<file path="src/inc/pxc_map.svh">
// register map, field positions, reset values and frame constants of the phy control bank
// assumes inclusion from the package and the design file by bare name
`ifndef PXC_MAP_SVH
`define PXC_MAP_SVH

// register offsets on the management serial bus
`define PXC_OFS_STRAP_STATUS   5'h17
`define PXC_OFS_EXP_CTRL       5'h18
`define PXC_OFS_IRQ_CTRL_STAT  5'h1b

// strap status fields
`define PXC_STRAP_MII_BIT      0
`define PXC_STRAP_RMII_BIT     1

// expanded control fields and reset value
`define PXC_EXP_ENERGY_DETECT_POWERDOWN_DIS_BIT   11
`define PXC_EXP_RAND_LAT_BIT   10
`define PXC_EXP_PRE_RESTORE_BIT 6
`define PXC_EXP_CTRL_RST       16'h0800

// interrupt control/status: enables sit eight above their flags
`define PXC_IRQ_EN_LSB         8
`define PXC_IRQ_CTRL_RST       16'h0000

// management frame: opcodes, field lengths
`define PXC_MDIO_OP_WRITE      2'h1
`define PXC_MDIO_OP_READ       2'h2
`define PXC_MDIO_HDR_BITS      4'hc
`define PXC_MDIO_DATA_LAST     4'hf

// strap capture: edges after reset release before the synced straps are valid
`define PXC_STRAP_SETTLE       2'h3

// start-of-frame delimiter high nibble on the receive nibble stream
`define PXC_SFD_HI_NIBBLE      4'hd

`endif

</file>
<file path="src/inc/pxc_pkg.sv">
// types shared by the phy control bank
// assumes pxc_map.svh is on the include path
package pxc_pkg;
    `include "pxc_map.svh"

    // management frame walker
    typedef enum logic [2:0] {
        PXC_IDLE,
        PXC_START,
        PXC_HDR,
        PXC_TA,
        PXC_DATA
    } pxc_mdio_e;

    // one-cycle event strobes from the core, msb first in flag order
    typedef struct packed {
        logic jabber;
        logic rx_error;
        logic page_rx;
        logic pd_fault;
        logic lp_ack;
        logic link_down;
        logic remote_fault;
        logic link_up;
    } pxc_event_s;

    // receive nibble stream toward the mii output
    typedef struct packed {
        logic       dv;
        logic [3:0] data;
    } pxc_rx_s;
endpackage

</file>
<file path="src/hw/pxc_phy_regs.sv">
// management register bank of the phy: strap status, expanded control, interrupt
// control/status, a management serial slave and the mii receive preamble/latency stage
// assumes CLK_SYS is at least eight times the management clock and that event strobes
// and the receive nibble stream come from logic on CLK_SYS
`timescale 1ns/1ps

`include "pxc_map.svh"

// Operation
// - strap status bit 0 shows mii strap
// - strap status bit 1 shows rmii strap
// - control bit 11 disables energy-detect powerdown
// - control bit 10 selects random 100 latency
// - all 100 preamble bytes reach mii output
// - control bit 6 keeps 10 preamble
// - otherwise strip preamble, start at sfd
// - interrupt bits 15..8 are rw enables
// - bit 7 jabber flag, clear on read
// - bit 6 receive error flag, clear on read
// - bit 5 page received flag, clear on read
// - bit 4 parallel detect fault flag
// - bit 3 link partner acknowledge flag
// - bit 2 link down flag
// - bit 1 remote fault flag
// - bit 0 link up flag
module pxc_phy_regs
    import pxc_pkg::*;
#(
    parameter logic [4:0] PHY_ADDR       = 5'h00,
    parameter int         FIX_LAT_STAGES = 2
) (
    input  wire logic       CLK_SYS,
    input  wire logic       RST_B,
    input  wire logic       MDC,
    input  wire logic       MDIO_I,
    output logic            MDIO_O,
    output logic            MDIO_OE,
    input  wire logic       STRAP_MII,
    input  wire logic       STRAP_RMII,
    input  wire pxc_event_s EVENTS,
    input  wire logic       SPEED_10,
    input  wire pxc_rx_s    RX_IN,
    output pxc_rx_s         MII_RX,
    output logic            ENERGY_DETECT_POWERDOWN_EN,
    output logic            IRQ_B
);

    // the fixed-latency delay line must hold at least one and at most eight nibbles
    if (FIX_LAT_STAGES < 1 || FIX_LAT_STAGES > 8) begin : g_bad_lat
        $error("FIX_LAT_STAGES out of range");
    end

    logic [1:0]  mdc_sync_ff;
    logic [1:0]  mdio_sync_ff;
    logic [1:0]  strap_mii_sync_ff;
    logic [1:0]  strap_rmii_sync_ff;
    logic        mdc_prev_ff;
    logic        mdc_rise;
    pxc_mdio_e   state_ff;
    logic [3:0]  cnt_ff;
    logic [11:0] hdr_ff;
    logic        rd_ff;
    logic        hit_ff;
    logic [15:0] sh_ff;
    logic        wr_stb;
    logic        rd_stb;
    logic [4:0]  hdr_reg;
    logic [15:0] wr_data;
    logic [15:0] rd_data;
    logic [1:0]  settle_ff;
    logic [1:0]  strap_ff;
    logic [15:0] exp_ctrl_ff;
    logic [7:0]  irq_en_ff;
    logic [7:0]  flags_ff;
    logic [7:0]  nxt_flags;
    logic        strip;
    logic        fixed_lat;
    logic        sfd_now;
    logic        start_now;
    pxc_rx_s     prev_ff;
    logic        hunt_ff;
    pxc_rx_s     gated;
    pxc_rx_s     lat_ff [FIX_LAT_STAGES];

    // register read mux; unmapped offsets and bits outside this bank read zero
    function automatic logic [15:0] read_reg(input logic [4:0] ofs, input logic [1:0] straps,
                                             input logic [15:0] ctrl, input logic [7:0] en,
                                             input logic [7:0] flg);
        logic [15:0] v;
        v = 16'h0000;
        unique case (ofs)
            `PXC_OFS_STRAP_STATUS:  v = {14'h0000, straps};
            `PXC_OFS_EXP_CTRL:      v = ctrl;
            `PXC_OFS_IRQ_CTRL_STAT: v = {en, flg};
            default:                v = 16'h0000;
        endcase
        return v;
    endfunction

    // pin inputs pass two flops before any logic looks at them
    always_ff @(posedge CLK_SYS or negedge RST_B) begin
        if (!RST_B) begin
            mdc_sync_ff        <= 2'h0;
            mdio_sync_ff       <= 2'h3;
            strap_mii_sync_ff  <= 2'h0;
            strap_rmii_sync_ff <= 2'h0;
        end else begin
            mdc_sync_ff        <= {mdc_sync_ff[0], MDC};
            mdio_sync_ff       <= {mdio_sync_ff[0], MDIO_I};
            strap_mii_sync_ff  <= {strap_mii_sync_ff[0], STRAP_MII};
            strap_rmii_sync_ff <= {strap_rmii_sync_ff[0], STRAP_RMII};
        end
    end

    // management clock edge detect on the synced copy only
    always_ff @(posedge CLK_SYS or negedge RST_B) begin
        if (!RST_B) begin
            mdc_prev_ff <= 1'b0;
        end else begin
            mdc_prev_ff <= mdc_sync_ff[1];
        end
    end

    assign mdc_rise = mdc_sync_ff[1] & ~mdc_prev_ff;
    assign hdr_reg  = hdr_ff[4:0];
    assign wr_data  = {sh_ff[14:0], mdio_sync_ff[1]};
    // a request is ours only with the right address; others are walked but never answered
    assign rd_stb   = mdc_rise && state_ff == PXC_TA && cnt_ff == 4'h1 && hit_ff && rd_ff;
    assign wr_stb   = mdc_rise && state_ff == PXC_DATA && cnt_ff == `PXC_MDIO_DATA_LAST && hit_ff && !rd_ff;
    assign rd_data  = read_reg(hdr_reg, strap_ff, exp_ctrl_ff, irq_en_ff, flags_ff);

    // frame walker: ones as preamble, 01 start, op, phy address, register, turnaround, data
    always_ff @(posedge CLK_SYS or negedge RST_B) begin
        if (!RST_B) begin
            state_ff <= PXC_IDLE;
            cnt_ff   <= 4'h0;
            hdr_ff   <= 12'h000;
            rd_ff    <= 1'b0;
            hit_ff   <= 1'b0;
        end else if (mdc_rise) begin
            unique case (state_ff)
                PXC_IDLE: begin
                    if (!mdio_sync_ff[1]) begin
                        state_ff <= PXC_START;
                    end
                end
                PXC_START: begin
                    state_ff <= mdio_sync_ff[1] ? PXC_HDR : PXC_IDLE;
                    cnt_ff   <= 4'h0;
                end
                PXC_HDR: begin
                    hdr_ff <= {hdr_ff[10:0], mdio_sync_ff[1]};
                    cnt_ff <= cnt_ff + 4'h1;
                    if (cnt_ff == `PXC_MDIO_HDR_BITS - 4'h1) begin
                        state_ff <= PXC_TA;
                        cnt_ff   <= 4'h0;
                        rd_ff    <= hdr_ff[10:9] == `PXC_MDIO_OP_READ;
                        hit_ff   <= hdr_ff[8:4] == PHY_ADDR
                                    && (hdr_ff[10:9] == `PXC_MDIO_OP_READ
                                        || hdr_ff[10:9] == `PXC_MDIO_OP_WRITE);
                    end
                end
                PXC_TA: begin
                    cnt_ff <= cnt_ff + 4'h1;
                    if (cnt_ff == 4'h1) begin
                        state_ff <= PXC_DATA;
                        cnt_ff   <= 4'h0;
                    end
                end
                PXC_DATA: begin
                    cnt_ff <= cnt_ff + 4'h1;
                    if (cnt_ff == `PXC_MDIO_DATA_LAST) begin
                        state_ff <= PXC_IDLE;
                        cnt_ff   <= 4'h0;
                    end
                end
            endcase
        end
    end

    // data shifter and serial data drive; read data is loaded when the turnaround ends
    always_ff @(posedge CLK_SYS or negedge RST_B) begin
        if (!RST_B) begin
            sh_ff   <= 16'h0000;
            MDIO_O  <= 1'b1;
            MDIO_OE <= 1'b0;
        end else if (mdc_rise) begin
            if (state_ff == PXC_TA && cnt_ff == 4'h0) begin
                MDIO_O  <= 1'b0;
                MDIO_OE <= hit_ff && rd_ff;
            end else if (state_ff == PXC_TA) begin
                sh_ff   <= rd_data;
                MDIO_O  <= rd_data[15];
            end else if (state_ff == PXC_DATA) begin
                sh_ff  <= wr_data;
                MDIO_O <= sh_ff[14];
                if (cnt_ff == `PXC_MDIO_DATA_LAST) begin
                    MDIO_OE <= 1'b0;
                    MDIO_O  <= 1'b1;
                end
            end
        end
    end

    // straps are caught once the synchronisers hold post-reset pin levels
    always_ff @(posedge CLK_SYS or negedge RST_B) begin
        if (!RST_B) begin
            settle_ff <= 2'h0;
            strap_ff  <= 2'h0;
        end else if (settle_ff != `PXC_STRAP_SETTLE) begin
            settle_ff <= settle_ff + 2'h1;
            if (settle_ff == `PXC_STRAP_SETTLE - 2'h1) begin
                strap_ff[`PXC_STRAP_MII_BIT]  <= strap_mii_sync_ff[1];
                strap_ff[`PXC_STRAP_RMII_BIT] <= strap_rmii_sync_ff[1];
            end
        end
    end

    // expanded control register; reserved bits are plain storage
    always_ff @(posedge CLK_SYS or negedge RST_B) begin
        if (!RST_B) begin
            exp_ctrl_ff <= `PXC_EXP_CTRL_RST;
        end else if (wr_stb && hdr_reg == `PXC_OFS_EXP_CTRL) begin
            exp_ctrl_ff <= wr_data;
        end
    end

    // interrupt enables; the low byte of a write is ignored since flags are read only
    always_ff @(posedge CLK_SYS or negedge RST_B) begin
        if (!RST_B) begin
            irq_en_ff <= 8'(`PXC_IRQ_CTRL_RST >> `PXC_IRQ_EN_LSB);
        end else if (wr_stb && hdr_reg == `PXC_OFS_IRQ_CTRL_STAT) begin
            irq_en_ff <= wr_data[15:`PXC_IRQ_EN_LSB];
        end
    end

    // flags clear on the read that reports them; an event in that very cycle survives
    always_comb begin
        nxt_flags = flags_ff;
        if (rd_stb && hdr_reg == `PXC_OFS_IRQ_CTRL_STAT) begin
            nxt_flags = 8'h00;
        end
        nxt_flags = nxt_flags | EVENTS;
    end

    always_ff @(posedge CLK_SYS or negedge RST_B) begin
        if (!RST_B) begin
            flags_ff <= 8'h00;
        end else begin
            flags_ff <= nxt_flags;
        end
    end

    // interrupt and power-down outputs come from their own flops
    always_ff @(posedge CLK_SYS or negedge RST_B) begin
        if (!RST_B) begin
            IRQ_B                      <= 1'b1;
            ENERGY_DETECT_POWERDOWN_EN <= 1'b0;
        end else begin
            IRQ_B                      <= ~|(nxt_flags & irq_en_ff);
            ENERGY_DETECT_POWERDOWN_EN <= ~exp_ctrl_ff[`PXC_EXP_ENERGY_DETECT_POWERDOWN_DIS_BIT];
        end
    end

    // 10 mode without restore hides preamble; 100 mode never drops a nibble
    assign strip     = SPEED_10 && !exp_ctrl_ff[`PXC_EXP_PRE_RESTORE_BIT];
    assign fixed_lat = !SPEED_10 && !exp_ctrl_ff[`PXC_EXP_RAND_LAT_BIT];
    assign sfd_now   = RX_IN.dv && RX_IN.data == `PXC_SFD_HI_NIBBLE;
    assign start_now = RX_IN.dv && !prev_ff.dv;

    // one nibble of look-ahead so the low sfd nibble is released when its high half shows
    always_ff @(posedge CLK_SYS or negedge RST_B) begin
        if (!RST_B) begin
            prev_ff <= '0;
            hunt_ff <= 1'b0;
        end else begin
            prev_ff <= RX_IN;
            hunt_ff <= strip && RX_IN.dv && !sfd_now && (start_now || hunt_ff);
        end
    end

    always_comb begin
        gated    = prev_ff;
        gated.dv = prev_ff.dv && !(hunt_ff && !sfd_now);
    end

    // fixed latency adds a constant delay line; random latency takes the short path
    always_ff @(posedge CLK_SYS or negedge RST_B) begin
        if (!RST_B) begin
            for (int i = 0; i < FIX_LAT_STAGES; i++) begin
                lat_ff[i] <= '0;
            end
        end else begin
            lat_ff[0] <= gated;
            for (int i = 1; i < FIX_LAT_STAGES; i++) begin
                lat_ff[i] <= lat_ff[i-1];
            end
        end
    end

    // a latency change mid-frame can tear that frame; software changes it between frames
    always_ff @(posedge CLK_SYS or negedge RST_B) begin
        if (!RST_B) begin
            MII_RX <= '0;
        end else begin
            MII_RX <= fixed_lat ? lat_ff[FIX_LAT_STAGES-1] : gated;
        end
    end

endmodule

</file>
<file path="config.mk">
export PLATFORM = sky130hd
export DESIGN_NAME = pxc_phy_regs
export DESIGN_NICKNAME = d
export VERILOG_FILES = /design/src/inc/pxc_pkg.sv /design/src/hw/pxc_phy_regs.sv
export VERILOG_INCLUDE_DIRS = /design/src /design/src/inc
export SDC_FILE = /design/constraint.sdc
export NUM_CORES = 1
export LEC_CHECK = 0
export BUFFER_PORTS_ARGS = -buffer_cell sky130_fd_sc_hd__buf_2
export CAP_MARGIN = 40
export CORE_UTILIZATION = 54
export CTS_CLUSTER_SIZE = 24
export DETAILED_ROUTE_END_ITERATION = 8
export PLACE_DENSITY = 0.75
export SYNTH_ARGS = -nofsm -noshare
export SYNTH_HDL_FRONTEND = slang
export SYNTH_SLANG_ARGS = --single-unit
</file>
<file path="constraint.sdc">
create_clock -name CLK_SYS -period 1.8 [get_ports CLK_SYS]
set_input_delay 0.09 -clock CLK_SYS [delete_from_list [all_inputs] [get_ports CLK_SYS]]
set_output_delay 0.09 -clock CLK_SYS [all_outputs]
set_load 0.01 [all_outputs]
</file>
==> results of run 1 <==
==> sequential cells by signal, indices dropped and copies added (netlist names), 5 cells and up <==
register and flops:
exp_ctrl_ff 16, sh_ff 15, hdr_ff 11, lat_ff 10
flags_ff 8, irq_en_ff 8, MII_RX 5
==> stage by stage <==
stage	hold slack, ps	setup WS [ps]	instance area [µm²]
detailed placement	82.56	3.959	4962
global placement	77.14	64.29	4962
floorplan	-205.6	-57.01	4517
global route	237.9	-74.88	5443
CTS	195.7	14.41	5351
finish	197.5	-14.72	5443
==> logic make-up (layout without fill, tap and decap cells) <==
| group | Yosys count | in the layout | share of synthesized area |
|---|---|---|---|
| buf+inv | 25 | 104 | 0.02992 |
| flops | 105 | 105 | 0.5831 |
| simple gates | 78 | 78 | 0.1033 |
| xor+xnor | 2 | 2 | 0.003879 |
| fa+ha+maj | 6 | 6 | 0.01662 |
| compound gates | 90 | 90 | 0.1452 |
| mux | 44 | 44 | 0.1180 |
==> layout make-up <==
type,count,share of cell area
multi-input combinational,220,0.3301
sequential,105,0.4841
clock inverter,6,0.01126
inverter,8,0.005517
clock buffer,10,0.02345
timing repair buffer,80,0.1221
tap,102,0.02345
==> per-layer routing <==
layer / vias to the layer above / routed length, µm
met5: - / 0
met4: 0 / 187
met3: 18 / 612
met2: 120 / 4784
met1: 1563 / 4033
li1: 1439 / -
==> power by group through the flow <==
stage / clock (mW) / combinational (mW) / sequential (mW)
after CTS: 1.43 / 1.81 / 3.05
after global routing: 1.52 / 2.07 / 3.10
after detailed placement: 0 / 1.76 / 3.09
final: 1.40 / 1.87 / 3.06
after floorplan: 0 / 1.26 / 2.96
after global placement: 0 / 1.69 / 3.07
==> critical path: stages, from the launching register on <==
cell       delay [ps]
dfrtp_1           410
ha_2              210
and3_4            200
nand2_4            70
nor4_4            140
buf_4             190
clkbuf_16         170
mux2_4            300
==> synthesized netlist by cell type, types with 3 or more instances <==
cell,number
clkbuf_1,7
dfrtp_1,100
inv_1,8
dfstp_2,5
a221oi_1,14
a21oi_1,4
nor3_1,3
buf_2,6
mux2_1,5
mux2_4,10
nor2_1,25
o2111ai_1,3
nand2_1,12
ha_1,6
buf_6,3
mux2_2,29
a211oi_1,3
a22oi_1,8
o211ai_1,3
nand3_1,6
or3b_2,3
o21ai_0,18
nand2b_1,4
a21o_1,10
o31ai_1,14
nand3b_1,3
==> timing repair <==
action / in CTS / in global routing
hold buffers: 19 / 0
endpoints found under the setup margin: 2 / 45
endpoints found under the hold margin: 52 / 0
gates cloned: 0 / 1
setup buffers: 0 / 3
resized for setup: 2 / 13
==> worst paths after layout <==
kind | slack, ps | endpoint | depth (start not counted) | startpoint
worst max-delay path | -10 | exp_ctrl_ff[8] | 7 | cnt_ff[0]
worst min-delay path | 200 | exp_ctrl_ff[14] | 2 | RST_B
worst max register to register | -10 | exp_ctrl_ff[8] | 7 | cnt_ff[0]
worst min register to register | 340 | lat_ff[4] | 0 | lat_ff[9]
max in group asynchronous | 940 | IRQ_B | 3 | RST_B
min in group CLK_SYS | 340 | lat_ff[4] | 0 | lat_ff[9]
==> impl_metrics.toml, run 1 <==
[grt]
met1_usage = 0.2992
grt_first_pass_wirelength_um = 15700
grt_max_degree = 39
grt_use_total = 0.2379
grt_util_met2 = 0.3879
antenna_found_initial = 0
grt_pass1_vias = 3258
grt.busiest_layer = "met2"
grt-ovfl-total = 0
grt_use_met3 = 0.05935

[place]
dp_cells = 492
dpl.hpwl_um = 6357
numPortBuffers = 28
place_congestion = 0.8570

[routing]
via_per_inst = 5.913
drc = 0
wirelength_um = 9617
wire_per_inst_um = 18.11
antenna_left = 0
first_pass_iters = 5
drtIter0Drc = 204
vias = 3140

[synth]
synth-seq-cells = 105
synth_ff_type = "dfrtp_1"
synthDistinctLibCells = 55
syn_area_um2 = 4517
synthCells = 350
synth_edf_count = 0
yosys.area.top_type_share = 0.5540
seq_area_frac_synth = 0.5831
avgSynthCellArea_um2 = 12.91
synth.area.top_cells = "dfrtp_1, mux2_2, mux2_4"
synth_nets = 376
ys.warnings.count = 0
synth_area_leader_cell = "dfrtp_1"
async_reset_ff_frac = 1.000

[critical_path]
cp.arrival_ps = 2080
required_ps = 2060
crit_type = "reg2reg"
startpoint_type = "flip-flop"
critPathMaxFanout = 8
end_kind = "flip-flop"

[power_and_ir_drop]
p_total_mw = 6.334
p_per_area_nw_per_um2 = 1164
p_int_mw = 4.117
p_sw_mw = 2.217
combPwrFrac = 0.296
power_frac_clock = 0.220
peakVddDrop_uv = 935.7
switching_share = 0.3500
seq_power_share = 0.484
leakagePower_nw = 2.430

[sta]
finalMaxSlewViolations = 0
final_hold_viol_count = 0
tightest_slew_ps = 483.3
fin_setup_tns_ps = -35.55
clock.fmax_mhz = 551.0
finalSetupViolCount = 4
fin_crit_sh = 1.008
rsz0062_at_grt = "yes"
setup_slack_ps = -14.72
skew_ps = 20.02
period_needed_ps = 1815
worst_slew_margin_rel = 0.6778

[die]
die_w_um = 93.46
rows = 32
fp.coreArea_um2 = 7888
initial_utilization = 0.5727
die_area_um2 = 8734
die_h_um = 93.46
pin_count = 29

[cts]
cts_tree = "done"
clk_pin_slew_ps = 110
cts.sinks = 105
cts_root_buffer = "clkbuf_8"
cts_made_buffers = 9
clockBufferDepth = 2
clock_latency_ps = 380
htree_levels = 3

[outcome]
violations = "setup timing"
status = "complete, but fails checks"

[final_layout]
fill_cells = 523
mostFrequentLayoutCells = "dfrtp_1, buf_2, buf_4"
diodes = 0
stdcell_count = 531
drive_gt1_frac = 0.3217
regArea_um2 = 2635
nNetsFinal = 450
area.growth.synth_to_final_pct = 20.50
final_common_cell = "dfrtp_1"
utilization = 0.6900
multi_input_area_um2 = 1797

[run]
max_cap_violations = 0

[hold_path]
min_path_type = "in2async"
Power figures use the tool's default switching activity.
==> run 2, diff against run 1 <==
--- a/config.mk
+++ b/config.mk
@@ -12,6 +12,7 @@
 export CTS_CLUSTER_SIZE = 24
 export DETAILED_ROUTE_END_ITERATION = 8
 export PLACE_DENSITY = 0.75
+export SETUP_SLACK_MARGIN = 0.05
 export SYNTH_ARGS = -nofsm -noshare
 export SYNTH_HDL_FRONTEND = slang
 export SYNTH_SLANG_ARGS = --single-unit
==> impl_metrics.toml, run 2 (same netlist as run 1, synthesis figures left out) <==
[cts]
htree_levels = 3
cts_tree = "done"
cts_made_buffers = 9
clock_latency_ps = 380
clockBufferDepth = 2
cts_root_buffer = "clkbuf_8"
clk_pin_slew_ps = 110
cts.sinks = 105

[die]
pin_count = 29
rows = 32
initial_utilization = 0.5727
die_w_um = 93.46
die_area_um2 = 8734
die_h_um = 93.46
fp.coreArea_um2 = 7888

[final_layout]
stdcell_count = 533
fill_cells = 525
diodes = 0
top_regs = "exp_ctrl_ff: 16 flops, sh_ff: 15 flops, hdr_ff: 11 flops"
area.growth.synth_to_final_pct = 25.07
regArea_um2 = 2638
largest_reg_flops = 16
multi_input_area_um2 = 1961
largest_register = "exp_ctrl_ff"
design_area_um2 = 5649
final_common_cell = "dfrtp_1"
mostFrequentLayoutCells = "dfrtp_1, buf_2, buf_4"
drive_gt1_frac = 0.3689
nNetsFinal = 452

[sta]
tightest_slew_ps = 506.6
finalSetupViolCount = 11
worst_slew_margin_rel = 0.6622
final_hold_viol_count = 0
period_needed_ps = 1830
rsz0062_at_grt = "yes"
skew_ps = 14.30
fin_crit_sh = 1.017
clock.fmax_mhz = 546.5
setup_slack_ps = -29.86
finalMaxSlewViolations = 0

[grt]
grt_first_pass_wirelength_um = 15840
grt_max_degree = 61
grt_pass1_vias = 3220
antenna_found_initial = 0
grt_use_total = 0.2405
grt-ovfl-total = 0

[place]
numPortBuffers = 28
place_congestion = 0.8499
dpl.hpwl_um = 6292
dp_slack_ps = -12.12
place_area_um2 = 4972
dp_cells = 491

[critical_path]
end_kind = "flip-flop"
required_ps = 2050
cp_cell_sequence = "inv_2, ha_4, or3b_4, a21oi_4, nand2b_4, clkbuf_16, o31ai_4"
critPathMaxFanout = 6
crit_type = "reg2reg"
startpoint_type = "flip-flop"
max_stage_delay_ps = 440
cp_slowest_cell = "dfrtp_1"
rr_worst_depth = 7
cp.arrival_ps = 2080

[outcome]
status = "complete, but fails checks"
violations = "setup timing"

[power_and_ir_drop]
p_per_area_nw_per_um2 = 1211
p_total_mw = 6.840
leakagePower_nw = 2.490
peakVddDrop_uv = 870.9

[routing]
wire_per_inst_um = 18.52
drc = 0
vias = 3163
wirelength_um = 9873
drtIter0Drc = 225
via_per_inst = 5.934
first_pass_iters = 4
antenna_left = 0

[hold_path]
min_path_type = "in2async"

[run]
max_cap_violations = 0
-- run 2: power by group --
group | leakage, nW | switching (mW) | internal, mW
Sequential | 1.29 | 0.377 | 2.71
Combinational | 1.10 | 1.22 | 1.05
Clock | 0.100 | 0.917 | 0.562
-- run 2: worst paths after layout --
path                       startpoint                     to  slack (ps)
max                         cnt_ff[0]               sh_ff[3]         -30
min                             RST_B           irq_en_ff[6]         130
max reg2reg                 cnt_ff[0]               sh_ff[3]         -30
min reg2reg                 lat_ff[8]              lat_ff[3]         340
max in group asynchronous       RST_B        mdio_sync_ff[0]         980
min in group CLK_SYS       STRAP_RMII  strap_rmii_sync_ff[0]         340
-- run 2: worst max-delay path: cells and delay by family, from the launching register on --
kind,cells,cell delay [ps]
AO/OA/AOI/OAI,2,260
adder cells (fa/ha/maj),1,140
buffers and inverters,2,270
flip-flops,1,440
AND/OR/NAND/NOR,2,590
-- run 2: what timing repair did --
item | in CTS | in global routing
endpoints found under the setup margin | 43 | 48
endpoints found under the hold margin | 121 | 0
gates resized for setup | 18 | 30
hold buffers | 19 | 0
cloned | 1 | 1
buffers inserted | 3 | 2
pin swaps | 4 | 4
-- run 2: stage by stage --
step	TNS, ps	hold WS [ps]	utilization
global route	-687.4	162.3	0.7162
floorplan	-858.3	-205.6	-
CTS	0	131.3	0.6946
detailed placement	-21.23	8.586	0.6304
global placement	0	7.771	0.6304
finish	-190.1	132.0	0.7162
-- run 2: final cells by class --
type / instances / area share
clock buffer: 9 / 0.02193
clock inverter: 7 / 0.01417
inverter: 8 / 0.005316
multi-input combinational: 220 / 0.3471
sequential: 105 / 0.4669
tap: 102 / 0.02259
timing repair buffer: 82 / 0.1220
-- run 2: layer usage --
layer  vias up  global-route usage  wire, µm
met2       102              0.3897      4897
met4         0              0.1038       165
met5         -                   0         0
li1       1455                   -         -
met1      1592              0.3093      4239
met3        14             0.05691       571
==> run 3, diff against run 2 <==
--- a/config.mk
+++ b/config.mk
@@ -6,12 +6,15 @@
 export SDC_FILE = /design/constraint.sdc
 export NUM_CORES = 1
 export LEC_CHECK = 0
+export ABC_AREA = 0
 export BUFFER_PORTS_ARGS = -buffer_cell sky130_fd_sc_hd__buf_2
 export CAP_MARGIN = 40
-export CORE_UTILIZATION = 54
+export CELL_PAD_IN_SITES_DETAIL_PLACEMENT = 0
+export CELL_PAD_IN_SITES_GLOBAL_PLACEMENT = 1
+export CORE_UTILIZATION = 45
 export CTS_CLUSTER_SIZE = 24
 export DETAILED_ROUTE_END_ITERATION = 8
-export PLACE_DENSITY = 0.75
+export PLACE_DENSITY_LB_ADDON = 0.1
 export SETUP_SLACK_MARGIN = 0.05
 export SYNTH_ARGS = -nofsm -noshare
 export SYNTH_HDL_FRONTEND = slang
==> impl_metrics.toml, run 3 (same netlist as run 1, synthesis figures left out) <==
[routing]
first_pass_iters = 5
vias = 3105
antenna_left = 0
wire_per_inst_um = 17.16
drc = 0
drtIter0Drc = 143
via_per_inst = 5.496
wirelength_um = 9693

[sta]
tightest_slew_ps = 518.5
setup_slack_ps = -10.25
finalMaxSlewViolations = 0
hold_slack_ps = 240.3
worst_slew_margin_rel = 0.6544
fin_setup_tns_ps = -14.99
clock.fmax_mhz = 552.4
final_hold_viol_count = 0
rsz0062_at_grt = "yes"
finalSetupViolCount = 4
period_needed_ps = 1810
fin_crit_sh = 1.006
skew_ps = 9.670

[die]
pin_count = 29
initial_utilization = 0.4642
die_area_um2 = 10440
die_w_um = 102.2
fp.coreArea_um2 = 9729
rows = 36
die_h_um = 102.2

[final_layout]
largest_register = "exp_ctrl_ff"
mostFrequentLayoutCells = "dfrtp_1, mux2_2, buf_2"
final_common_cell = "dfrtp_1"
nNetsFinal = 453
area.growth.synth_to_final_pct = 25.15
drive_gt1_frac = 0.3773
utilization = 0.5810
largest_reg_flops = 16
diodes = 0
top_regs = "exp_ctrl_ff: 16 flops, sh_ff: 15 flops, hdr_ff: 11 flops"
design_area_um2 = 5653

[outcome]
status = "complete, but fails checks"
violations = "setup timing"

[critical_path]
reg2reg_from = "cnt_ff[1]"
startpoint_type = "flip-flop"
rr_worst_depth = 7
cp_cell_sequence = "inv_2, ha_4, or3b_4, a21oi_4, nand2b_4, clkbuf_16, o31ai_1"
cp.arrival_ps = 2060
crit_type = "reg2reg"
max_stage_delay_ps = 410
r2r_end = "sh_ff[4]"
cp_slowest_cell = "dfrtp_1"
rrSetupSlack_ps = -10
end_kind = "flip-flop"
critPathMaxFanout = 7
required_ps = 2050

[cts]
clock_latency_ps = 370
cts_tree = "done"
htree_levels = 3
clockBufferDepth = 2
cts_made_buffers = 9
cts_root_buffer = "clkbuf_8"
clk_pin_slew_ps = 100
cts.sinks = 105

[place]
numPortBuffers = 28
place_congestion = 0.8278
dpl.hpwl_um = 6349
place_area_um2 = 5019

[power_and_ir_drop]
peakVddDrop_uv = 738.1
leakagePower_nw = 2.503
p_per_area_nw_per_um2 = 1215

[grt]
grt_first_pass_wirelength_um = 15150
grt_pass1_vias = 3014
grt-ovfl-total = 0
grt_max_degree = 40
antenna_found_initial = 0
grt_use_total = 0.1950

[run]
max_cap_violations = 0

[hold_path]
min_path_type = "in2async"
-- run 3: where the power goes --
group | leakage (nW) | switching (mW) | internal (mW)
sequential | 1.29 | 0.354 | 2.71
clock | 0.109 | 0.813 | 0.701
combinational | 1.11 | 1.22 | 1.07
total | 2.50 | 2.39 | 4.48
-- run 3: worst max path at each step --
| stage | startpoint | end | cells after the start |
|---|---|---|---|
| after floorplan | state_ff[1] | exp_ctrl_ff[10] | 6 |
| after global placement | cnt_ff[0] | exp_ctrl_ff[2] | 6 |
| after detailed placement | cnt_ff[0] | exp_ctrl_ff[3] | 6 |
| after CTS | cnt_ff[0] | exp_ctrl_ff[5] | 6 |
| after global routing | cnt_ff[1] | sh_ff[4] | 7 |
| final | cnt_ff[1] | sh_ff[4] | 7 |
-- run 3: timing repair --
item | in CTS | in global routing
cloned | 0 | 2
setup endpoints to repair | 34 | 57
setup buffers | 3 | 2
hold buffers | 19 | 0
resized for setup | 4 | 33
pin swaps | 0 | 6
hold endpoints to repair | 55 | 0
-- run 3: routing by layer --
metal | track usage | vias up | part of all wire
li1 | - | 1450 | -
met1 | 0.2630 | 1560 | 0.45
met2 | 0.3154 | 86 | 0.49
met3 | 0.04241 | 9 | 0.045
met4 | 0.06154 | 0 | 0.013
met5 | 0 | - | 0
-- run 3: metrics by stage --
step | power (mW) | worst slack (ps) | cells
detailed placement | 4.880 | -22.20 | 523
global route | 7.288 | -88.12 | 565
global placement | 4.844 | 43.26 | 523
floorplan | 4.218 | -57.01 | 350
finish | 6.866 | -10.25 | 565
CTS | 6.518 | 31.99 | 561
-- run 3: worst max-delay path: cells and delay by family, from the launching register on --
kind	cells	cell delay [ps]
compound gates	2	280
fa+ha+maj	1	140
buf+inv	2	280
flops	1	410
simple gates	2	570
-- run 3: final cells by class --
cell class / count / area (µm²)
multi-input combinational: 220 / 1903
clock buffer: 10 / 137.6
tap: 133 / 166.4
clock inverter: 6 / 72.57
inverter: 8 / 30.03
timing repair buffer: 83 / 706.9
sequential: 105 / 2636
fill: 842 / 4076
